`src/design/ddr_pre_pkg.sv`:
```
// Constants, field positions and types shared by the preamble logic
package ddr_pre_pkg;

  // Clock and timing
  localparam int CLK_PERIOD_PS = 40000;
  localparam int T_SDO_NS      = 400;
  localparam int SDO_CYC       = (T_SDO_NS * 1000 + CLK_PERIOD_PS - 1)
                                 / CLK_PERIOD_PS;
  localparam int OCC_W         = 32;

  // Register byte offsets
  localparam logic [3:0] REG_CTRL = 4'h0;
  localparam logic [3:0] REG_LAT  = 4'h4;
  localparam logic [3:0] REG_STAT = 4'h8;
  localparam logic [3:0] REG_PAT  = 4'hC;

  // Control register fields
  localparam int CTRL_X16      = 0;
  localparam int CTRL_CRC      = 1;
  localparam int CTRL_MPR      = 2;
  localparam int CTRL_PAGE_LSB = 3;

  // Status register fields
  localparam int STAT_VIOL = 4;

  // Reset values
  localparam logic [4:0]  CL_RST  = 5'h0B;
  localparam logic [4:0]  CWL_RST = 5'h0C;
  localparam logic [31:0] PAT_RST = 32'h0000_0000;

  // Mode register 4 fields and select code
  localparam logic [2:0] MR_SEL_MR4   = 3'h4;
  localparam int         MR4_WPRE_BIT = 12;
  localparam int         MR4_RPRE_BIT = 11;
  localparam int         MR4_RTRN_BIT = 10;

  // Burst length in clocks and forbidden column spacings
  localparam logic [3:0] BL8_MASK = 4'hF;
  localparam logic [3:0] BC4_MASK = 4'h3;
  localparam logic [3:0] GAP_5    = 4'h5;
  localparam logic [3:0] GAP_6    = 4'h6;
  localparam logic [3:0] GAP_MAX  = 4'hF;

  // Command codes on the command pins
  typedef enum logic [1:0] {
    CMD_MRS = 2'h0,
    CMD_ACT = 2'h1,
    CMD_RD  = 2'h2,
    CMD_WR  = 2'h3
  } cmd_e;

  // Read preamble training states
  typedef enum logic [2:0] {
    TRN_OFF  = 3'b001,
    TRN_WAIT = 3'b010,
    TRN_HOLD = 3'b100
  } trn_e;

endpackage

```
`src/design/strobe_if.sv`:
```
// Signals between the scheduler and one strobe sequencer
`timescale 1ns/1ps
interface strobe_if;
  logic [3:0] occ;     // Burst occupancy, bit 0 this clock
  logic       two_clk; // Two-clock preamble selected
  logic       hold;    // Training hold level
  logic [7:0] pat;     // Burst data pattern
  logic [1:0] t_h;     // True strobe, bit 1 first half
  logic [1:0] oe_h;    // Strobe drive enable per half
  logic [1:0] dq_h;    // Data level per half
  logic       dq_oe;   // Data drive enable
  logic       burst;   // Strobe toggling this clock
  logic       pre;     // Preamble this clock

  modport ctl (output occ, two_clk, hold, pat,
               input t_h, oe_h, dq_h, dq_oe, burst, pre);
  modport seq (input occ, two_clk, hold, pat,
               output t_h, oe_h, dq_h, dq_oe, burst, pre);
endinterface

```
`src/design/ddr_preamble_ctl.sv`:
```
// Preamble modes, read preamble training and bank group tracking
//
// Decided for this implementation: the register addresses and the Avalon-MM slave port.
`timescale 1ns/1ps
module ddr_preamble_ctl
  import ddr_pre_pkg::*;
(
  input  wire logic        CORE_CLK,        // Core clock, 25 MHz
  input  wire logic        RST_N,           // Reset, active low
  input  wire logic [3:0]  AVS_ADDRESS,     // Register byte address
  input  wire logic        AVS_READ,        // Read request
  input  wire logic        AVS_WRITE,       // Write request
  input  wire logic [31:0] AVS_WRITEDATA,   // Write data
  input  wire logic [3:0]  AVS_BYTEENABLE,  // Write byte lanes
  output logic      [31:0] AVS_READDATA,    // Read data
  output logic             AVS_WAITREQUEST, // Stall
  input  wire logic        CMD_VALID,       // Command strobe
  input  wire logic [1:0]  CMD_TYPE,        // Command code
  input  wire logic [1:0]  CMD_BG,          // Bank group
  input  wire logic [1:0]  CMD_BA,          // Bank
  input  wire logic [2:0]  CMD_MR,          // Mode register select
  input  wire logic [12:0] CMD_OP,          // Mode register operand
  input  wire logic        CMD_BC4,         // Burst chop
  output logic      [1:0]  RD_DQS_T_H,      // Read strobe true
  output logic      [1:0]  RD_DQS_C_H,      // Read strobe complement
  output logic      [1:0]  RD_DQS_OE_H,     // Read strobe enable
  output logic      [1:0]  DQ_H,            // Data level per half
  output logic             DQ_OE,           // Data drive enable
  output logic      [1:0]  WR_DQS_EXP_H,    // Expected write strobe
  output logic      [1:0]  WR_DQS_EN_H,     // Write strobe window
  output logic      [3:0]  ACT_BANK,        // Last activated bank
  output logic      [3:0]  COL_BANK         // Last column bank
);

  typedef struct packed {
    logic             ack;
    logic [31:0]      rdata;
    logic             x16;
    logic             crc;
    logic             mpr;
    logic [1:0]       page;
    logic [4:0]       cl;
    logic [4:0]       cwl;
    logic [31:0]      pats;
    logic             wpre2;
    logic             rpre2;
    trn_e             trn;
    logic [3:0]       sdo;
    logic [OCC_W-1:0] rocc;
    logic [OCC_W-1:0] wocc;
    logic [3:0]       cgap;
    logic             viol;
    logic [3:0]       act_bank;
    logic [3:0]       col_bank;
    logic [7:0]       pat_sel;
  } ctl_s;

  ctl_s        r;
  ctl_s        n;
  logic        rst_q1;
  logic        rst_n;
  logic        wr_acc;
  logic        mrs4;
  logic        rd_go;
  logic        wr_go;
  logic [1:0]  bg;
  logic [31:0] wmask;
  logic [31:0] ctrl_v;
  logic [31:0] lat_v;
  logic [31:0] stat_v;
  logic [31:0] rd_val;
  logic [31:0] merged;
  logic [OCC_W-1:0] bmask;
  logic        is_wait;
  logic        is_hold;

  strobe_if rs ();
  strobe_if ws ();

  // Reset release through two flops
  always_ff @(posedge CORE_CLK or negedge RST_N)
  begin
    if (!RST_N)
    begin
      rst_q1 <= 1'b0;
      rst_n  <= 1'b0;
    end
    else
    begin
      rst_q1 <= 1'b1;
      rst_n  <= rst_q1;
    end
  end

  // Decode of bus and command pins
  assign wr_acc  = AVS_WRITE & r.ack;
  assign mrs4    = CMD_VALID && CMD_TYPE == CMD_MRS && CMD_MR == MR_SEL_MR4;
  assign is_wait = r.trn == TRN_WAIT;
  assign is_hold = r.trn == TRN_HOLD;
  assign bg      = r.x16 ? {1'b0, CMD_BG[0]} : CMD_BG;
  assign rd_go   = CMD_VALID && CMD_TYPE == CMD_RD && !is_wait
                   && (!is_hold || r.page == 2'd0);
  assign wr_go   = CMD_VALID && CMD_TYPE == CMD_WR;
  assign bmask   = {{(OCC_W - 4){1'b0}}, CMD_BC4 ? BC4_MASK : BL8_MASK};
  assign wmask   = {{8{AVS_BYTEENABLE[3]}}, {8{AVS_BYTEENABLE[2]}},
                    {8{AVS_BYTEENABLE[1]}}, {8{AVS_BYTEENABLE[0]}}};
  assign ctrl_v  = {27'h0, r.page, r.mpr, r.crc, r.x16};
  assign lat_v   = {19'h0, r.cwl, 3'h0, r.cl};
  assign stat_v  = {16'h0, r.col_bank, r.act_bank, 3'h0, r.viol,
                    is_hold, is_wait, r.rpre2, r.wpre2};

  // Register read mux, unmapped reads as zero
  always_comb
  begin
    unique case (AVS_ADDRESS)
      REG_CTRL: rd_val = ctrl_v;
      REG_LAT:  rd_val = lat_v;
      REG_STAT: rd_val = stat_v;
      REG_PAT:  rd_val = r.pats;
      default:  rd_val = 32'h0000_0000;
    endcase
  end

  // Next state of the whole block
  always_comb
  begin
    n      = r;
    merged = 32'h0000_0000;
    n.ack  = (AVS_READ | AVS_WRITE) & ~r.ack;
    if (AVS_READ && !r.ack)
      n.rdata = rd_val;
    if (wr_acc && AVS_ADDRESS == REG_CTRL)
    begin
      merged = (ctrl_v & ~wmask) | (AVS_WRITEDATA & wmask);
      n.x16  = merged[CTRL_X16];
      n.crc  = merged[CTRL_CRC];
      n.mpr  = merged[CTRL_MPR];
      n.page = merged[CTRL_PAGE_LSB +: 2];
    end
    if (wr_acc && AVS_ADDRESS == REG_LAT)
    begin
      merged = (lat_v & ~wmask) | (AVS_WRITEDATA & wmask);
      n.cl   = merged[4:0];
      n.cwl  = merged[12:8];
    end
    if (wr_acc && AVS_ADDRESS == REG_PAT)
      n.pats = (r.pats & ~wmask) | (AVS_WRITEDATA & wmask);
    // Sticky spacing error, set beats a same-cycle clear
    if (wr_acc && AVS_ADDRESS == REG_STAT && AVS_BYTEENABLE[0]
        && AVS_WRITEDATA[STAT_VIOL])
      n.viol = 1'b0;
    if ((rd_go && r.rpre2 && r.cgap == GAP_5)
        || (wr_go && r.wpre2 && r.cgap == (r.crc ? GAP_6 : GAP_5)))
      n.viol = 1'b1;
    // Training settle count
    unique case (r.trn)
      TRN_OFF:  n.sdo = 4'h0;
      TRN_WAIT:
      begin
        n.sdo = r.sdo + 4'h1;
        if (r.sdo == 4'(SDO_CYC - 1))
          n.trn = TRN_HOLD;
      end
      TRN_HOLD: n.sdo = 4'h0;
    endcase
    // Mode register 4 write
    if (mrs4)
    begin
      n.wpre2 = CMD_OP[MR4_WPRE_BIT];
      n.rpre2 = CMD_OP[MR4_RPRE_BIT];
      if (!CMD_OP[MR4_RTRN_BIT])
        n.trn = TRN_OFF;
      else if (r.mpr && r.trn == TRN_OFF)
      begin
        n.trn = TRN_WAIT;
        n.sdo = 4'h0;
      end
    end
    // Bank tracking
    if (CMD_VALID && CMD_TYPE == CMD_ACT)
      n.act_bank = {bg, CMD_BA};
    if (rd_go || wr_go)
    begin
      n.col_bank = {bg, CMD_BA};
      n.cgap     = 4'h1;
    end
    else if (r.cgap != GAP_MAX)
      n.cgap = r.cgap + 4'h1;
    if (rd_go)
      n.pat_sel = r.pats[{CMD_OP[1:0], 3'b000} +: 8];
    // Burst occupancy schedules
    // Bit k of a fresh schedule is the clock after edge k from the command
    n.rocc = (r.rocc >> 1) | (rd_go ? bmask << r.cl : '0);
    n.wocc = (r.wocc >> 1) | (wr_go ? bmask << r.cwl : '0);
  end

  // State register
  always_ff @(posedge CORE_CLK or negedge rst_n)
  begin
    if (!rst_n)
    begin
      r       <= '0;
      r.cl    <= CL_RST;
      r.cwl   <= CWL_RST;
      r.pats  <= PAT_RST;
      r.trn   <= TRN_OFF;
      r.cgap  <= GAP_MAX;
    end
    else
      r <= n;
  end

  // Sequencer hookup
  assign rs.occ     = r.rocc[3:0];
  assign rs.two_clk = r.rpre2;
  assign rs.hold    = is_hold;
  assign rs.pat     = r.pat_sel;
  assign ws.occ     = r.wocc[3:0];
  assign ws.two_clk = r.wpre2;
  assign ws.hold    = 1'b0;
  assign ws.pat     = 8'h00;

  strobe_seq u_rd_seq (
    .clk   (CORE_CLK),
    .rst_n (rst_n),
    .sif   (rs.seq)
  );

  strobe_seq u_wr_seq (
    .clk   (CORE_CLK),
    .rst_n (rst_n),
    .sif   (ws.seq)
  );

  // Outputs
  assign AVS_WAITREQUEST = (AVS_READ | AVS_WRITE) & ~r.ack;
  assign AVS_READDATA    = r.rdata;
  assign RD_DQS_T_H      = rs.t_h;
  assign RD_DQS_C_H      = ~rs.t_h;
  assign RD_DQS_OE_H     = rs.oe_h;
  assign DQ_H            = rs.dq_oe ? rs.dq_h : 2'b11;
  // Hold term covers the clock before the sequencer enters its hold shape
  assign DQ_OE           = rs.dq_oe | is_wait | is_hold;
  assign WR_DQS_EXP_H    = ws.t_h;
  assign WR_DQS_EN_H     = ws.oe_h;
  assign ACT_BANK        = r.act_bank;
  assign COL_BANK        = r.col_bank;

  property p_wpre1;
    @(posedge CORE_CLK) disable iff (!rst_n)
      $rose(ws.burst) && !r.wpre2 && !$past(ws.burst, 2)
      |-> $past(ws.pre, 1) && !$past(ws.pre, 2);
  endproperty
  a_wpre1: assert property (p_wpre1)
    else $error("write preamble not one clock");

  property p_wpre2;
    @(posedge CORE_CLK) disable iff (!rst_n)
      $rose(ws.burst) && r.wpre2 && !$past(ws.burst, 2)
      && !$past(ws.burst, 3) |-> $past(ws.pre, 1) && $past(ws.pre, 2);
  endproperty
  a_wpre2: assert property (p_wpre2)
    else $error("write preamble not two clocks");

  property p_rpre1;
    @(posedge CORE_CLK) disable iff (!rst_n)
      $rose(rs.burst) && !r.rpre2 && !is_hold && !$past(rs.burst, 2)
      |-> $past(RD_DQS_OE_H, 1) == 2'b11 && !$past(rs.pre, 2);
  endproperty
  a_rpre1: assert property (p_rpre1)
    else $error("read preamble not one clock");

  property p_rpre2;
    @(posedge CORE_CLK) disable iff (!rst_n)
      $rose(rs.burst) && r.rpre2 && !$past(rs.burst, 2)
      && !$past(rs.burst, 3) |-> $past(rs.pre, 1) && $past(rs.pre, 2);
  endproperty
  a_rpre2: assert property (p_rpre2)
    else $error("read preamble not two clocks");

  property p_indep;
    @(posedge CORE_CLK) disable iff (!rst_n)
      mrs4 |=> r.wpre2 == $past(CMD_OP[MR4_WPRE_BIT])
               && r.rpre2 == $past(CMD_OP[MR4_RPRE_BIT]);
  endproperty
  a_indep: assert property (p_indep)
    else $error("preamble modes not set independently");

  property p_trn_gate;
    @(posedge CORE_CLK) disable iff (!rst_n)
      mrs4 && CMD_OP[MR4_RTRN_BIT] && !r.mpr && r.trn == TRN_OFF
      |=> r.trn == TRN_OFF;
  endproperty
  a_trn_gate: assert property (p_trn_gate)
    else $error("training entered outside pattern access mode");

  property p_settle;
    @(posedge CORE_CLK) disable iff (!rst_n)
      $rose(is_hold) |-> $past(is_wait, 1) && $past(is_wait, 10)
                         && DQ_OE && DQ_H == 2'b11;
  endproperty
  a_settle: assert property (p_settle)
    else $error("training hold before settle time or data not high");

  property p_hold;
    @(posedge CORE_CLK) disable iff (!rst_n)
      is_hold && $past(is_hold) && !rs.burst
      |-> RD_DQS_OE_H == 2'b11 && RD_DQS_T_H == 2'b00
          && RD_DQS_C_H == 2'b11 && DQ_OE && DQ_H == 2'b11;
  endproperty
  a_hold: assert property (p_hold)
    else $error("training hold levels wrong");

  property p_post;
    @(posedge CORE_CLK) disable iff (!rst_n)
      $fell(rs.burst) && !rs.pre && !is_hold && !$past(is_hold)
      |-> RD_DQS_OE_H == 2'b10 && RD_DQS_T_H == 2'b00
          ##1 RD_DQS_OE_H != 2'b10;
  endproperty
  a_post: assert property (p_post)
    else $error("read postamble not half a clock");

  property p_bg;
    @(posedge CORE_CLK) disable iff (!rst_n)
      CMD_VALID && CMD_TYPE == CMD_ACT
      |=> ACT_BANK == ($past(r.x16) ? {1'b0, $past(CMD_BG[0]),
          $past(CMD_BA)} : {$past(CMD_BG), $past(CMD_BA)});
  endproperty
  a_bg: assert property (p_bg)
    else $error("bank group decode wrong");

endmodule // ddr_preamble_ctl

```
`src/design/strobe_seq.sv`:
```
// Strobe and data shaper: preamble, burst toggling, half-clock postamble
`timescale 1ns/1ps
module strobe_seq
  import ddr_pre_pkg::*;
(
  input wire logic clk,   // Core clock
  input wire logic rst_n, // Synchronised reset, active low
  strobe_if.seq    sif    // Scheduler side
);

  typedef struct packed {
    logic [1:0] t_h;
    logic [1:0] oe_h;
    logic [1:0] dq_h;
    logic       dq_oe;
    logic       burst;
    logic       pre;
    logic [1:0] beat;
  } seq_s;

  seq_s r;
  seq_s n;
  logic [1:0] b;

  // Shape next clock from occupancy around it
  always_comb
  begin
    n = '0;
    b = sif.occ[0] ? r.beat + 2'd1 : 2'd0;
    if (sif.occ[1])
    begin
      n.burst = 1'b1;
      n.oe_h  = 2'b11;
      n.t_h   = 2'b10;
      n.dq_oe = 1'b1;
      n.beat  = b;
      n.dq_h  = {sif.pat[{b, 1'b0}], sif.pat[{b, 1'b1}]};
    end
    else if (sif.occ[2] || (sif.two_clk && sif.occ[3]))
    begin
      n.pre   = 1'b1;
      n.oe_h  = 2'b11;
      n.dq_oe = sif.hold;
      n.dq_h  = 2'b11;
    end
    else if (sif.occ[0])
    begin
      n.oe_h  = sif.hold ? 2'b11 : 2'b10;
      n.dq_oe = sif.hold;
      n.dq_h  = 2'b11;
    end
    else if (sif.hold)
    begin
      n.oe_h  = 2'b11;
      n.dq_oe = 1'b1;
      n.dq_h  = 2'b11;
    end
  end

  // State register
  always_ff @(posedge clk or negedge rst_n)
  begin
    if (!rst_n)
      r <= '0;
    else
      r <= n;
  end

  // Outputs straight from flops
  assign sif.t_h   = r.t_h;
  assign sif.oe_h  = r.oe_h;
  assign sif.dq_h  = r.dq_h;
  assign sif.dq_oe = r.dq_oe;
  assign sif.burst = r.burst;
  assign sif.pre   = r.pre;

endmodule // strobe_seq

```
`config.mk`:
```
export PLATFORM = sky130hd
export DESIGN_NAME = ddr_preamble_ctl
export DESIGN_NICKNAME = d
export VERILOG_FILES = /design/src/design/ddr_pre_pkg.sv /design/src/design/strobe_if.sv /design/src/design/ddr_preamble_ctl.sv /design/src/design/strobe_seq.sv
export SDC_FILE = /design/constraint.sdc
export NUM_CORES = 1
export LEC_CHECK = 0
export ABC_AREA = 0
export BUFFER_PORTS_ARGS = -buffer_cell sky130_fd_sc_hd__buf_2
export CAP_MARGIN = 20
export CORE_AREA = 2 2 122 124
export DETAILED_ROUTE_END_ITERATION = 16
export DIE_AREA = 0 0 124 126
export GPL_ROUTABILITY_DRIVEN = 0
export PLACE_DENSITY = 0.87
export SYNTH_ARGS = -nofsm -noshare
export SYNTH_HDL_FRONTEND = slang
export SYNTH_SLANG_ARGS = --single-unit
```
`constraint.sdc`:
```
create_clock -name CORE_CLK -period 8.9 [get_ports CORE_CLK]
set_input_delay 0.89 -clock CORE_CLK [delete_from_list [all_inputs] [get_ports CORE_CLK]]
set_output_delay 0.89 -clock CORE_CLK [all_outputs]
set_load 0.005 [all_outputs]
```
==> results of run 1 <==
[cell type report]
cell class / instances / share of cell area, %
repair buffers: 112 / 6.00
clock inverters: 11 / 2.02
clock buffers: 21 / 4.99
diodes: 1 / 0.0266
flip-flops and latches: 187 / 49.8
inverters: 11 / 0.438
multi-input cells: 455 / 34.2
well taps: 184 / 2.44
[per-stage QoR]
step | std cells | hold slack, ps | instance area (um^2) | total power [W] | utilization [%]
2_1_floorplan | 734 | 331 | 8480 | 0.00132 | -
3_3_place_gp | 949 | 335 | 8760 | 0.00140 | 61.2
3_5_place_dp | 949 | 342 | 8760 | 0.00142 | 61.2
4_1_cts | 981 | 216 | 9420 | 0.00226 | 65.8
5_1_grt | 981 | 215 | 9420 | 0.00235 | 65.8
6_report | 982 | 224 | 9420 | 0.00226 | 65.8
[worst paths after layout]
check | startpoint | endpoint | slack (ps)
max in group asynchronous | rst_n$_DFF_PN0_ | r[70]$_DFF_PN0_ | 6440
max reg2reg | rst_n$_DFF_PN0_ | r[70]$_DFF_PN0_ | 6440
min in group CORE_CLK | rst_q1$_DFF_PN0_ | rst_n$_DFF_PN0_ | 360
min reg2reg | rst_n$_DFF_PN0_ | AVS_READDATA[9]$_DFFE_PN0P_ | 340
max | AVS_ADDRESS[3] | flip-flop | 6200
min | RST_N | rst_n$_DFF_PN0_ | 220
[logic make-up after synthesis]
family,after synthesis,synth area share [%]
simple gates,203,11.7
xor+xnor,5,0.517
buf+inv,92,6.65
mux,77,11.3
other cells,2,0.0887
flops,187,55.4
fa+ha+maj,4,0.591
compound gates,162,13.7
[where the power goes]
part | switching, W | internal, W | total [W] | leakage, nW
Clock | 0.000322 | 0.000520 | 0.000842 | 0.311
Combinational | 0.000165 | 0.000160 | 0.000325 | 1.92
Sequential | 0.000114 | 0.000974 | 0.00109 | 2.47
Total | 0.000601 | 0.00165 | 0.00226 | 4.70
[cell usage after synthesis (6+ instances only)]
library cell  number  area share, %
a31oi_1            6           0.44
buf_2              9           0.53
mux4_2             8            2.1
nand2_1           92            4.1
dfrtp_1          177             52
inv_1             11           0.49
nand2b_1          14            1.0
clkbuf_1          16           0.71
o21ai_0           36            2.1
mux2_2            58            7.7
nor2_1            32            1.4
dfstp_2           10            3.1
nor2b_1            9           0.66
o21bai_1          25            2.2
buf_4             47            4.2
a22oi_1           13            1.2
nand3b_1           6           0.53
a21o_1            27            2.4
a21oi_1           15           0.89
nand3_1           12           0.71
mux2i_1            8           0.95
[per-layer routing]
metal | vias up | share of wire [%]
li1 | 2628 | -
met1 | 3007 | 42
met2 | 223 | 49
met3 | 35 | 6.1
met4 | 0 | 2.3
met5 | - | 0
[worst max-delay path: cells and delay by family]
kind / cells / cell delay (ps)
muxes: 1 / 410
buffers and inverters: 1 / 350
and+or+nand+nor: 2 / 1350
==> results by group, run 1 <==
Timing
  – Fmax: 370 MHz
  – Slew Viols, Final: 0
  – Post-route setup TNS: 0 ps
  – Setup-failing EPs final: 0
  – Unrepaired setup endpoints after global routing: false
  – Skew final: 7.81 ps
  – Final min period: 2710 ps
  – Final hold violations: 0
  – Crit share post-route: 30.4%
  – Slack of the critical path: 6200 ps
  – Worst Tran Pin Value: between 1000 and 1500 ps
  – Relative slew slack: 29.4%

Critical path
  – R2R depth: 2
  – CP Max Fanout: 24
  – Worst EP arrival: between 3000 and 4000 ps
  – Worst path slowest cell: and3_1
  – Worst EP required: 9220 ps
  – Startpoint Class: primary input
  – CP Cell Sequence: buf_2 -> and3_1 -> nand4_2 -> mux2_2
  – Worst Setup End Kind: flip-flop
  – Critical setup path kind: in2reg
  – Critical Path Max Stage Delay: 900 ps

Logic synthesis
  – Synth async-reset ratio: 100%
  – Mean Syn Cell Area: approximately 12 um^2
  – Post-synthesis cell count: 732
  – Post-synthesis sequential area ratio: 55.4%
  – FF+latch count, synth: around 190
  – Synth Flop Type: dfrtp_1
  – Mapped Area: 0.00847 mm^2
  – Synth warn: 0
  – EDFF count, synth: 0
  – Yosys cell types: 65

Clock tree
  – Sinks on Clock Net: 187
  – CTS tree: done
  – Worst-skew pair later-pin latency: between 400 and 500 ps
  – CTS buffer count: 17
  – Clock Path Buffers: 2
  – Clock Pin Slew Worst Setup and Hold Paths: 70 ps
  – Post-CTS setup buffer count: 0
  – Hold bufs inserted after CTS: 0
  – CTS H-tree lvls: 4
  – CTS root buffer: clkbuf_16
  – Post-cts repair resize count: 0

Pwr
  – Power per cell area: between 200 and 250 mW/mm^2
  – P_leak: 4.70 nW
  – IR drop worst, VDD: 0.144 mV

Cells and area
  – Seq. cell area: around 0.0047 mm^2
  – Most common cell after layout, fill and taps aside: dfrtp_1
  – Filler cells: 1,031
  – Commonest non-fill, non-tap cells in the layout: 176 x dfrtp_1, 110 x buf_2, 92 x nand2_1, 58 x mux2_2, 36 x o21ai_0
  – Share of layout cells above drive strength 1: 30.0%
  – Area Overhead vs Synth: 11.2%
  – Nets: around 860
  – Area of the multi-input gates: 0.00323 mm^2

Die
  – DIE WIDTH: 124 um
  – Die height: 126 um
  – Io pins: about 120
  – Die area: 0.0156 mm^2
  – Core Region: ~0.014 mm^2
  – Site Rows: 44
  – Initial Util: 59.2%

Global route
  – Total grt overflow: 0
  – Vias in the first global route: between 5,000 and 6,000
  – Initial antenna violation count: 0
  – Met2 usage: 41.2%
  – Pin count of the biggest net entering global routing: 77
  – First-pass GRT wire length: just over 30 mm
  – GRT Util Overall: about a quarter
  – Met1 Use GR: 36.8%
  – Busiest metal layer after global routing: met2
  – GR met3 Demand/Resource: 5.25%

Job
  – Number of max-cap violations: 0

Detailed routing
  – Drt initial violations: roughly 590
  – Total Routed Length: 19.4 mm
  – DR WL/cell: 19.8 um
  – Final antenna-violating net count: 0
  – Drt pass-1 iters: 5
  – Avg Vias per Cell: around 6.0
  – DRC Markers: 0
  – Via count: ~6,000

Outcome
  – Status: finished, final reports clean

Placement
  – DP HPWL: between 10 and 15 mm
  – Setup WS pre-CTS: 5800 ps
  – IO Port Bufs: 110

Min path
  – Hold Crit Class: in2async
Note: power is estimated with default switching activity, not from simulation.
==> run 2, diff against run 1 <==
--- a/config.mk
+++ b/config.mk
@@ -5,14 +5,14 @@
 export SDC_FILE = /design/constraint.sdc
 export NUM_CORES = 1
 export LEC_CHECK = 0
-export ABC_AREA = 0
+export ABC_AREA = 1
 export BUFFER_PORTS_ARGS = -buffer_cell sky130_fd_sc_hd__buf_2
 export CAP_MARGIN = 20
-export CORE_AREA = 2 2 122 124
+export CORE_AREA = 2 2 126 128
 export DETAILED_ROUTE_END_ITERATION = 16
-export DIE_AREA = 0 0 124 126
+export DIE_AREA = 0 0 128 130
 export GPL_ROUTABILITY_DRIVEN = 0
-export PLACE_DENSITY = 0.87
+export PLACE_DENSITY = 0.84
 export SYNTH_ARGS = -nofsm -noshare
 export SYNTH_HDL_FRONTEND = slang
 export SYNTH_SLANG_ARGS = --single-unit
==> constraint.sdc (replaced) <==
create_clock -name CORE_CLK -period 2.5 [get_ports CORE_CLK]
set_input_delay 0.25 -clock CORE_CLK [delete_from_list [all_inputs] [get_ports CORE_CLK]]
set_output_delay 0.25 -clock CORE_CLK [all_outputs]
set_load 0.005 [all_outputs]
==> run 2 against run 1 <==
  * Wire length grew 5.5%
  * Hold slack lost 190 ps
  * Sequential share of layout area shrank 1.6 points
  * Final cell count grew 36%
  * Critical path type is now reg2reg
  * Largest power group unchanged
  * Highest routed layer unchanged
==> results by group, run 2 <==
Timing
  – Fmax: 555 MHz
  – Crit share post-route: between 70% and 80%
  – Unrepaired setup endpoints after global routing: false
  – Worst Tran Pin Value: ~800 ps
  – Slew Viols, Final: 0
  – Setup-failing EPs final: 0
  – Hold WS: between 20 and 30 ps
  – Skew final: 7.73 ps
  – Final hold violations: 0
  – Post-route setup TNS: 0 ps
  – Final min period: approximately 1800 ps
  – Relative slew slack: 46.5%
  – Slack of the critical path: 697 ps

Cells and area
  – Area of the multi-input gates: 0.00305 mm^2
  – Share of layout cells above drive strength 1: between 15 and 20%
  – Area Overhead vs Synth: 11.7%
  – Nets: 1,203
  – Diode count: 0
  – Seq. cell area: 0.00470 mm^2
  – Commonest non-fill, non-tap cells in the layout: 333 x nand2_1, 176 x dfrtp_1, 125 x inv_1, 110 x buf_2
  – Filler cells: 1,270
  – Most common cell after layout, fill and taps aside: nand2_1

Detailed routing
  – Drt initial violations: around 660
  – DR WL/cell: about 15 um
  – Avg Vias per Cell: 5.39
  – DRC Markers: 0
  – Final antenna-violating net count: 0
  – Total Routed Length: 20.5 mm
  – Drt pass-1 iters: 8
  – Via count: 7,206

Global route
  – First-pass GRT wire length: 33.3 mm
  – Vias in the first global route: around 6,800
  – GRT Util Overall: 25.7%
  – Initial antenna violation count: 0
  – Total grt overflow: 0
  – Pin count of the biggest net entering global routing: 88

Critical path
  – Worst EP arrival: approximately 2200 ps
  – CP Max Fanout: 16
  – CP Cell Sequence: nor2_1 -> nand3_1 -> nand3_2 -> nor2_1 -> buf_4 -> nand2_1 -> nand2_1
  – Critical setup path kind: reg2reg
  – Critical path origin: r[89]$_DFF_PN1_
  – Critical Path Max Stage Delay: roughly 580 ps
  – Crit path to: r[54]$_DFF_PN0_
  – Worst EP required: ~2900 ps
  – Crit Reg-Reg Startpoint: r[89]$_DFF_PN1_
  – Levels on crit path: 7
  – Crit path max-delay family: simple AND/OR/NAND/NOR gates
  – Worst Setup End Kind: flip-flop
  – CP Buf/Inv Count: 1
  – R2R depth: 7
  – Reg2Reg Setup Slack: 700 ps
  – Startpoint Class: flip-flop
  – R2r endpoint: r[54]$_DFF_PN0_
  – Worst path slowest cell: dfstp_2

Die
  – DIE WIDTH: 128 um
  – Core Region: 0.0154 mm^2
  – Site Rows: 46
  – Io pins: 122
  – Die height: 130 um
  – Die area: 0.0166 mm^2
  – Initial Util: a little under three fifths

Pwr
  – P_leak: approximately 5.2 nW
  – IR drop worst, VDD: around 0.46 mV
  – Power per cell area: 811 mW/mm^2

Clock tree
  – CTS root buffer: clkbuf_16
  – CTS H-tree lvls: 4
  – Clock Path Buffers: 2
  – Sinks on Clock Net: roughly 190
  – CTS tree: done
  – Post-CTS setup buffer count: 0
  – Worst-skew pair later-pin latency: 440 ps
  – Clock Pin Slew Worst Setup and Hold Paths: 70 ps
  – CTS buffer count: 17

Logic synthesis
  – Most frequent cell after synthesis: nand2_1
  – Synth warn: 0
  – EDFF count, synth: 0
  – Synth Flop Type: dfrtp_1
  – Yosys cell types: 32
  – Post-synthesis cell count: roughly 1,100
  – Mean Syn Cell Area: 8.14 um^2
  – Area leader, netlist: dfrtp_1
  – Area contributors post-synth: dfrtp_1 51%, nand2_1 14%, inv_1 5.4%
  – FF+latch count, synth: ~190
  – Mapped Area: 0.00871 mm^2
  – Share of Yosys cell area claimed by the top area cell type: 50.8%
  – Synth async-reset ratio: 100%
  – Top cells by instance count after synthesis: 333 x nand2_1, 177 x dfrtp_1, 125 x inv_1, 81 x nand3_1, 81 x nor2_1
  – Post-synthesis sequential area ratio: between 50% and 60%

Min path
  – Hold Crit Class: in2reg

Placement
  – IO Port Bufs: between 100 and 150
  – DP HPWL: 14.4 mm
  – Setup WS pre-CTS: 453 ps

Job
  – Number of max-cap violations: 0

Outcome
  – Status: finished, final reports clean
-- run 2: cell count changes after synthesis, sizes merged, moves of 14 or more --
cell,previous run,this run
nand2,92,336
inv,11,127
nand3,12,82
mux2,61,0
nor2,34,86
o21ai,37,84
a21o,27,0
nand2b,14,0
-- run 2: cells by family (layout without fill, tap and decap cells) --
logic type                 count (synthesis)  in the layout  share of synthesized area (%)
DFF                                      187            187                           53.8
other                                      2              4                         0.0862
buffers and inverters                    208            280                           11.3
xor gates and xnor gates                   2              2                          0.201
and+or+nand+nor                          526            526                           25.1
adders and majority gates                  4              4                          0.574
AOI/OAI and AO/OA                        141            141                           8.93
-- run 2: final cells by class --
| cell class | count | share of cell area [%] |
|---|---|---|
| flip-flops and latches | 187 | 48.3 |
| multi-input cells | 677 | 31.3 |
| repair buffers | 119 | 6.63 |
| inverters | 129 | 4.98 |
| clock buffers | 18 | 4.41 |
| well taps | 192 | 2.47 |
| clock inverters | 14 | 1.93 |
-- run 2: worst reg2reg max path, cell delays in order (launching register included) --
cell     delay, ps
dfstp_2        580
nor2_1          80
nand3_1        170
nand3_2        350
nor2_1         200
buf_4          220
nand2_1         90
nand2_1         60
-- run 2: metal layers --
metal | vias up | global-route usage, % | share of wire, %
li1 | 3444 | - | -
met1 | 3369 | 34.1 | 43
met2 | 333 | 41.2 | 47
met3 | 60 | 5.70 | 7.4
met4 | 0 | 11.4 | 2.9
met5 | - | 0 | 0
-- run 2: how the worst min path moves through the flow --
| stage | from | to | slack (ps) | cells after the start |
|---|---|---|---|---|
| global route | CMD_BA[0] | COL_BANK[0]$_DFFE_PN0N_ | 40 | 3 |
| CTS | CMD_BA[1] | ACT_BANK[1]$_DFFE_PN0P_ | 10 | 3 |
| finish | CMD_BA[1] | ACT_BANK[1]$_DFFE_PN0P_ | 30 | 3 |
| global placement | RST_N | rst_q1$_DFF_PN0_ | 40 | 1 |
| detailed placement | RST_N | rst_q1$_DFF_PN0_ | 40 | 1 |
| floorplan | RST_N | rst_q1$_DFF_PN0_ | -50 | 0 |
-- run 2: timing repair --
item | in CTS | in global routing
resized for setup | 0 | 0
hold buffers | 1 | 0
endpoints found under the hold margin | 2 | 0
-- run 2: report_power, final --
part           switching [W]  total (W)  leakage [nW]  internal [W]
clock                0.00121    0.00281         0.297       0.00160
combinational       0.000795    0.00126          2.52      0.000466
sequential          0.000336    0.00381          2.41       0.00348
total                0.00234    0.00789          5.23       0.00554
-- run 2: stage by stage --
stage | std cells | area, um^2 | power, W | utilization [%]
after floorplan | 1072 | 8730 | 0.00470 | -
after global placement | 1303 | 9100 | 0.00502 | 59.0
after detailed placement | 1303 | 9100 | 0.00509 | 59.0
after CTS | 1336 | 9730 | 0.00790 | 63.1
after global routing | 1336 | 9730 | 0.00827 | 63.1
final | 1336 | 9730 | 0.00789 | 63.1
==> run 3, diff against run 2 <==
--- a/config.mk
+++ b/config.mk
@@ -8,11 +8,11 @@
 export ABC_AREA = 1
 export BUFFER_PORTS_ARGS = -buffer_cell sky130_fd_sc_hd__buf_2
 export CAP_MARGIN = 20
-export CORE_AREA = 2 2 126 128
+export CORE_AREA = 2 2 133 135
 export DETAILED_ROUTE_END_ITERATION = 16
-export DIE_AREA = 0 0 128 130
+export DIE_AREA = 0 0 135 137
 export GPL_ROUTABILITY_DRIVEN = 0
-export PLACE_DENSITY = 0.84
+export PLACE_DENSITY = 0.8
 export SYNTH_ARGS = -nofsm -noshare
 export SYNTH_HDL_FRONTEND = slang
 export SYNTH_SLANG_ARGS = --single-unit
==> constraint.sdc (replaced) <==
create_clock -name CORE_CLK -period 1.5 [get_ports CORE_CLK]
set_input_delay 0.15 -clock CORE_CLK [delete_from_list [all_inputs] [get_ports CORE_CLK]]
set_output_delay 0.15 -clock CORE_CLK [all_outputs]
set_load 0.005 [all_outputs]
==> run 3 against run 2 <==
  * The flow now finishes with violations (negative setup slack)
  * Final area increased by 6.8%
  * Count of clock-buffer cells in the layout unchanged
  * Setup slack got worse by 800 ps
  * Critical path type unchanged
  * Critical endpoint is now r[69]$_DFF_PN0_
==> results by group, run 3 (synthesized netlist as in run 2, its figures left out) <==
Clock tree
  – Sinks on Clock Net: approximately 190
  – Clock Path Buffers: 2
  – CTS tree: done
  – Clock Pin Slew Worst Setup and Hold Paths: ~70 ps
  – CTS H-tree lvls: 4
  – Worst-skew pair later-pin latency: 440 ps
  – CTS buffer count: 17
  – CTS root buffer: clkbuf_16

Global route
  – Vias in the first global route: 7,306
  – Total grt overflow: 0
  – Initial antenna violation count: 0
  – Met1 Use GR: approximately 33%
  – GR met3 Demand/Resource: 5.00%
  – Busiest metal layer after global routing: met2
  – GRT Util Overall: 24.5%
  – Pin count of the biggest net entering global routing: 50
  – First-pass GRT wire length: between 30 and 40 mm
  – Met2 usage: slightly below 40%

Critical path
  – Critical setup path kind: reg2reg
  – Worst EP arrival: 1960 ps
  – R2R depth: 7
  – R2r endpoint: r[69]$_DFF_PN0_
  – Worst EP required: 1870 ps
  – Worst Setup End Kind: flip-flop
  – Crit Reg-Reg Startpoint: r[89]$_DFF_PN1_
  – Startpoint Class: flip-flop
  – Reg2Reg Setup Slack: -100 ps
  – CP Max Fanout: 14

Timing
  – Unrepaired setup endpoints after global routing: true
  – Fmax: between 600 and 700 MHz
  – Skew final: 12.6 ps
  – Final min period: 1600 ps
  – Setup-failing EPs final: 12
  – Final hold violations: 0
  – Crit share post-route: 107%
  – Slack of the critical path: -98.3 ps
  – Slew Viols, Final: 0
  – Post-route setup TNS: -581 ps

Die
  – Io pins: 122
  – Initial Util: 51.1%
  – DIE WIDTH: about 140 um
  – Die height: approximately 140 um
  – Core Region: 0.0171 mm^2
  – Die area: 0.0185 mm^2
  – Site Rows: 48

Pwr
  – Switching share of power: 30.7%
  – P_sw: 0.00404 W
  – Clk pwr share: between 30% and 40%
  – Power Internal: 0.00914 W
  – Logic gate share of total power: between 10% and 20%
  – Power per cell area: 1270 mW/mm^2
  – P_leak: 5.53 nW
  – IR drop worst, VDD: 0.944 mV
  – Part of the power in registers: between 40% and 50%

Detailed routing
  – Avg Vias per Cell: approximately 5.2
  – Total Routed Length: 21.5 mm
  – Drt initial violations: roughly 630
  – DRC Markers: 0
  – Final antenna-violating net count: 0
  – Drt pass-1 iters: 8
  – DR WL/cell: 15.0 um
  – Via count: 7,491

Placement
  – DP HPWL: 14.8 mm
  – IO Port Bufs: 110
  – Post-Place Cells: between 1,000 and 1,500

Cells and area
  – Share of layout cells above drive strength 1: 18.5%
  – Nets: 1,272
  – Most common cell after layout, fill and taps aside: nand2_1
  – Commonest non-fill, non-tap cells in the layout: 330 x nand2_1, 175 x dfrtp_1, 122 x inv_1, 110 x buf_2, 79 x nor2_1
  – Diode count: 0
  – Finished Layout Cells: 1,438
  – Seq. cell area: 0.00470 mm^2
  – Final core occ: 60.9%
  – Area Overhead vs Synth: 19.2%
  – Area of the multi-input gates: 0.00309 mm^2
  – Filler cells: ~1,400

Outcome
  – Failing checks: negative setup slack
  – Status: complete, but fails checks

Job
  – Number of max-cap violations: 0

Min path
  – Hold Crit Class: in2async
run 3: cell types whose count changed in the layout (fill, tap and decap cells not counted), moves of 2 or more:
| cell | delta |
|---|---|
| inv_6 | +5 |
| bufinv_16 | -2 |
| nor2_1 | -2 |
| inv_2 | +2 |
| nand2_2 | +3 |
| nand3_2 | +2 |
| nand3_1 | -3 |
| clkinv_4 | -2 |
| o21ai_0 | -2 |
| dlygate4sd3_1 | +32 |
| inv_1 | -3 |
| nor2_2 | +2 |
| buf_4 | +36 |
| nand2_1 | -3 |
run 3: critical path: stages, from the launching register on:
cell and delay [ps]:
dfstp_2 570, nor2_2 60, nand3_1 190, inv_1 90
nor2_1 180, buf_4 230, nand3_1 90, nand2_1 100
run 3: power by group through the flow:
stage / Sequential [W] / Clock (W) / Combinational, W
finish: 0.00632 / 0.00449 / 0.00237
global route: 0.00640 / 0.00473 / 0.00272
CTS: 0.00631 / 0.00453 / 0.00231
detailed placement: 0.00639 / 0 / 0.00218
global placement: 0.00637 / 0 / 0.00211
floorplan: 0.00626 / 0 / 0.00157
run 3: timing repair:
| action | CTS | global route |
|---|---|---|
| setup buffers | 4 | 2 |
| pin swaps | 0 | 0 |
| hold endpoints to repair | 39 | 0 |
| hold buffers | 33 | 0 |
| resized for setup | 5 | 15 |
| setup endpoints to repair | 1 | 75 |
run 3: worst max-delay path by stage:
| stage | startpoint | to | cells past startpoint |
|---|---|---|---|
| 6_report | r[89]$_DFF_PN1_ | r[69]$_DFF_PN0_ | 7 |
| 5_1_grt | r[89]$_DFF_PN1_ | r[69]$_DFF_PN0_ | 7 |
| 4_1_cts | r[89]$_DFF_PN1_ | DQ_OE | 5 |
| 3_5_place_dp | AVS_ADDRESS[3] | flip-flop | 8 |
| 3_3_place_gp | AVS_ADDRESS[3] | flip-flop | 8 |
| 2_1_floorplan | rst_n$_DFF_PN0_ | ACT_BANK[0]$_DFFE_PN0P_ | 0 |
run 3: layout make-up:
cell class | count | area share [%]
flip-flops and latches | 187 | 45.2
multi-input cells | 677 | 29.7
well taps | 225 | 2.71
clock inverters | 14 | 1.44
inverters | 129 | 4.71
clock buffers | 18 | 4.23
repair buffers | 188 | 12.0
run 3: per-layer routing:
layer | part of all wire (%) | vias up | wire length (um)
met5 | 0 | - | 0
met4 | 2.7 | 0 | 583
met3 | 7.9 | 50 | 1690
met2 | 47 | 374 | 10200
met1 | 42 | 3500 | 9100
li1 | - | 3567 | -
run 3: through the flow:
stage | total power [W] | area, um^2 | setup slack [ps] | hold WS, ps
2_1_floorplan | 0.00783 | 8730 | -413 | -146
3_3_place_gp | 0.00848 | 9380 | 83.9 | -64.5
3_5_place_dp | 0.00857 | 9380 | 32.7 | -62.9
4_1_cts | 0.0131 | 10300 | -39.0 | 1.18
5_1_grt | 0.0139 | 10400 | -160 | 5.79
6_report | 0.0132 | 10400 | -98.3 | 5.25
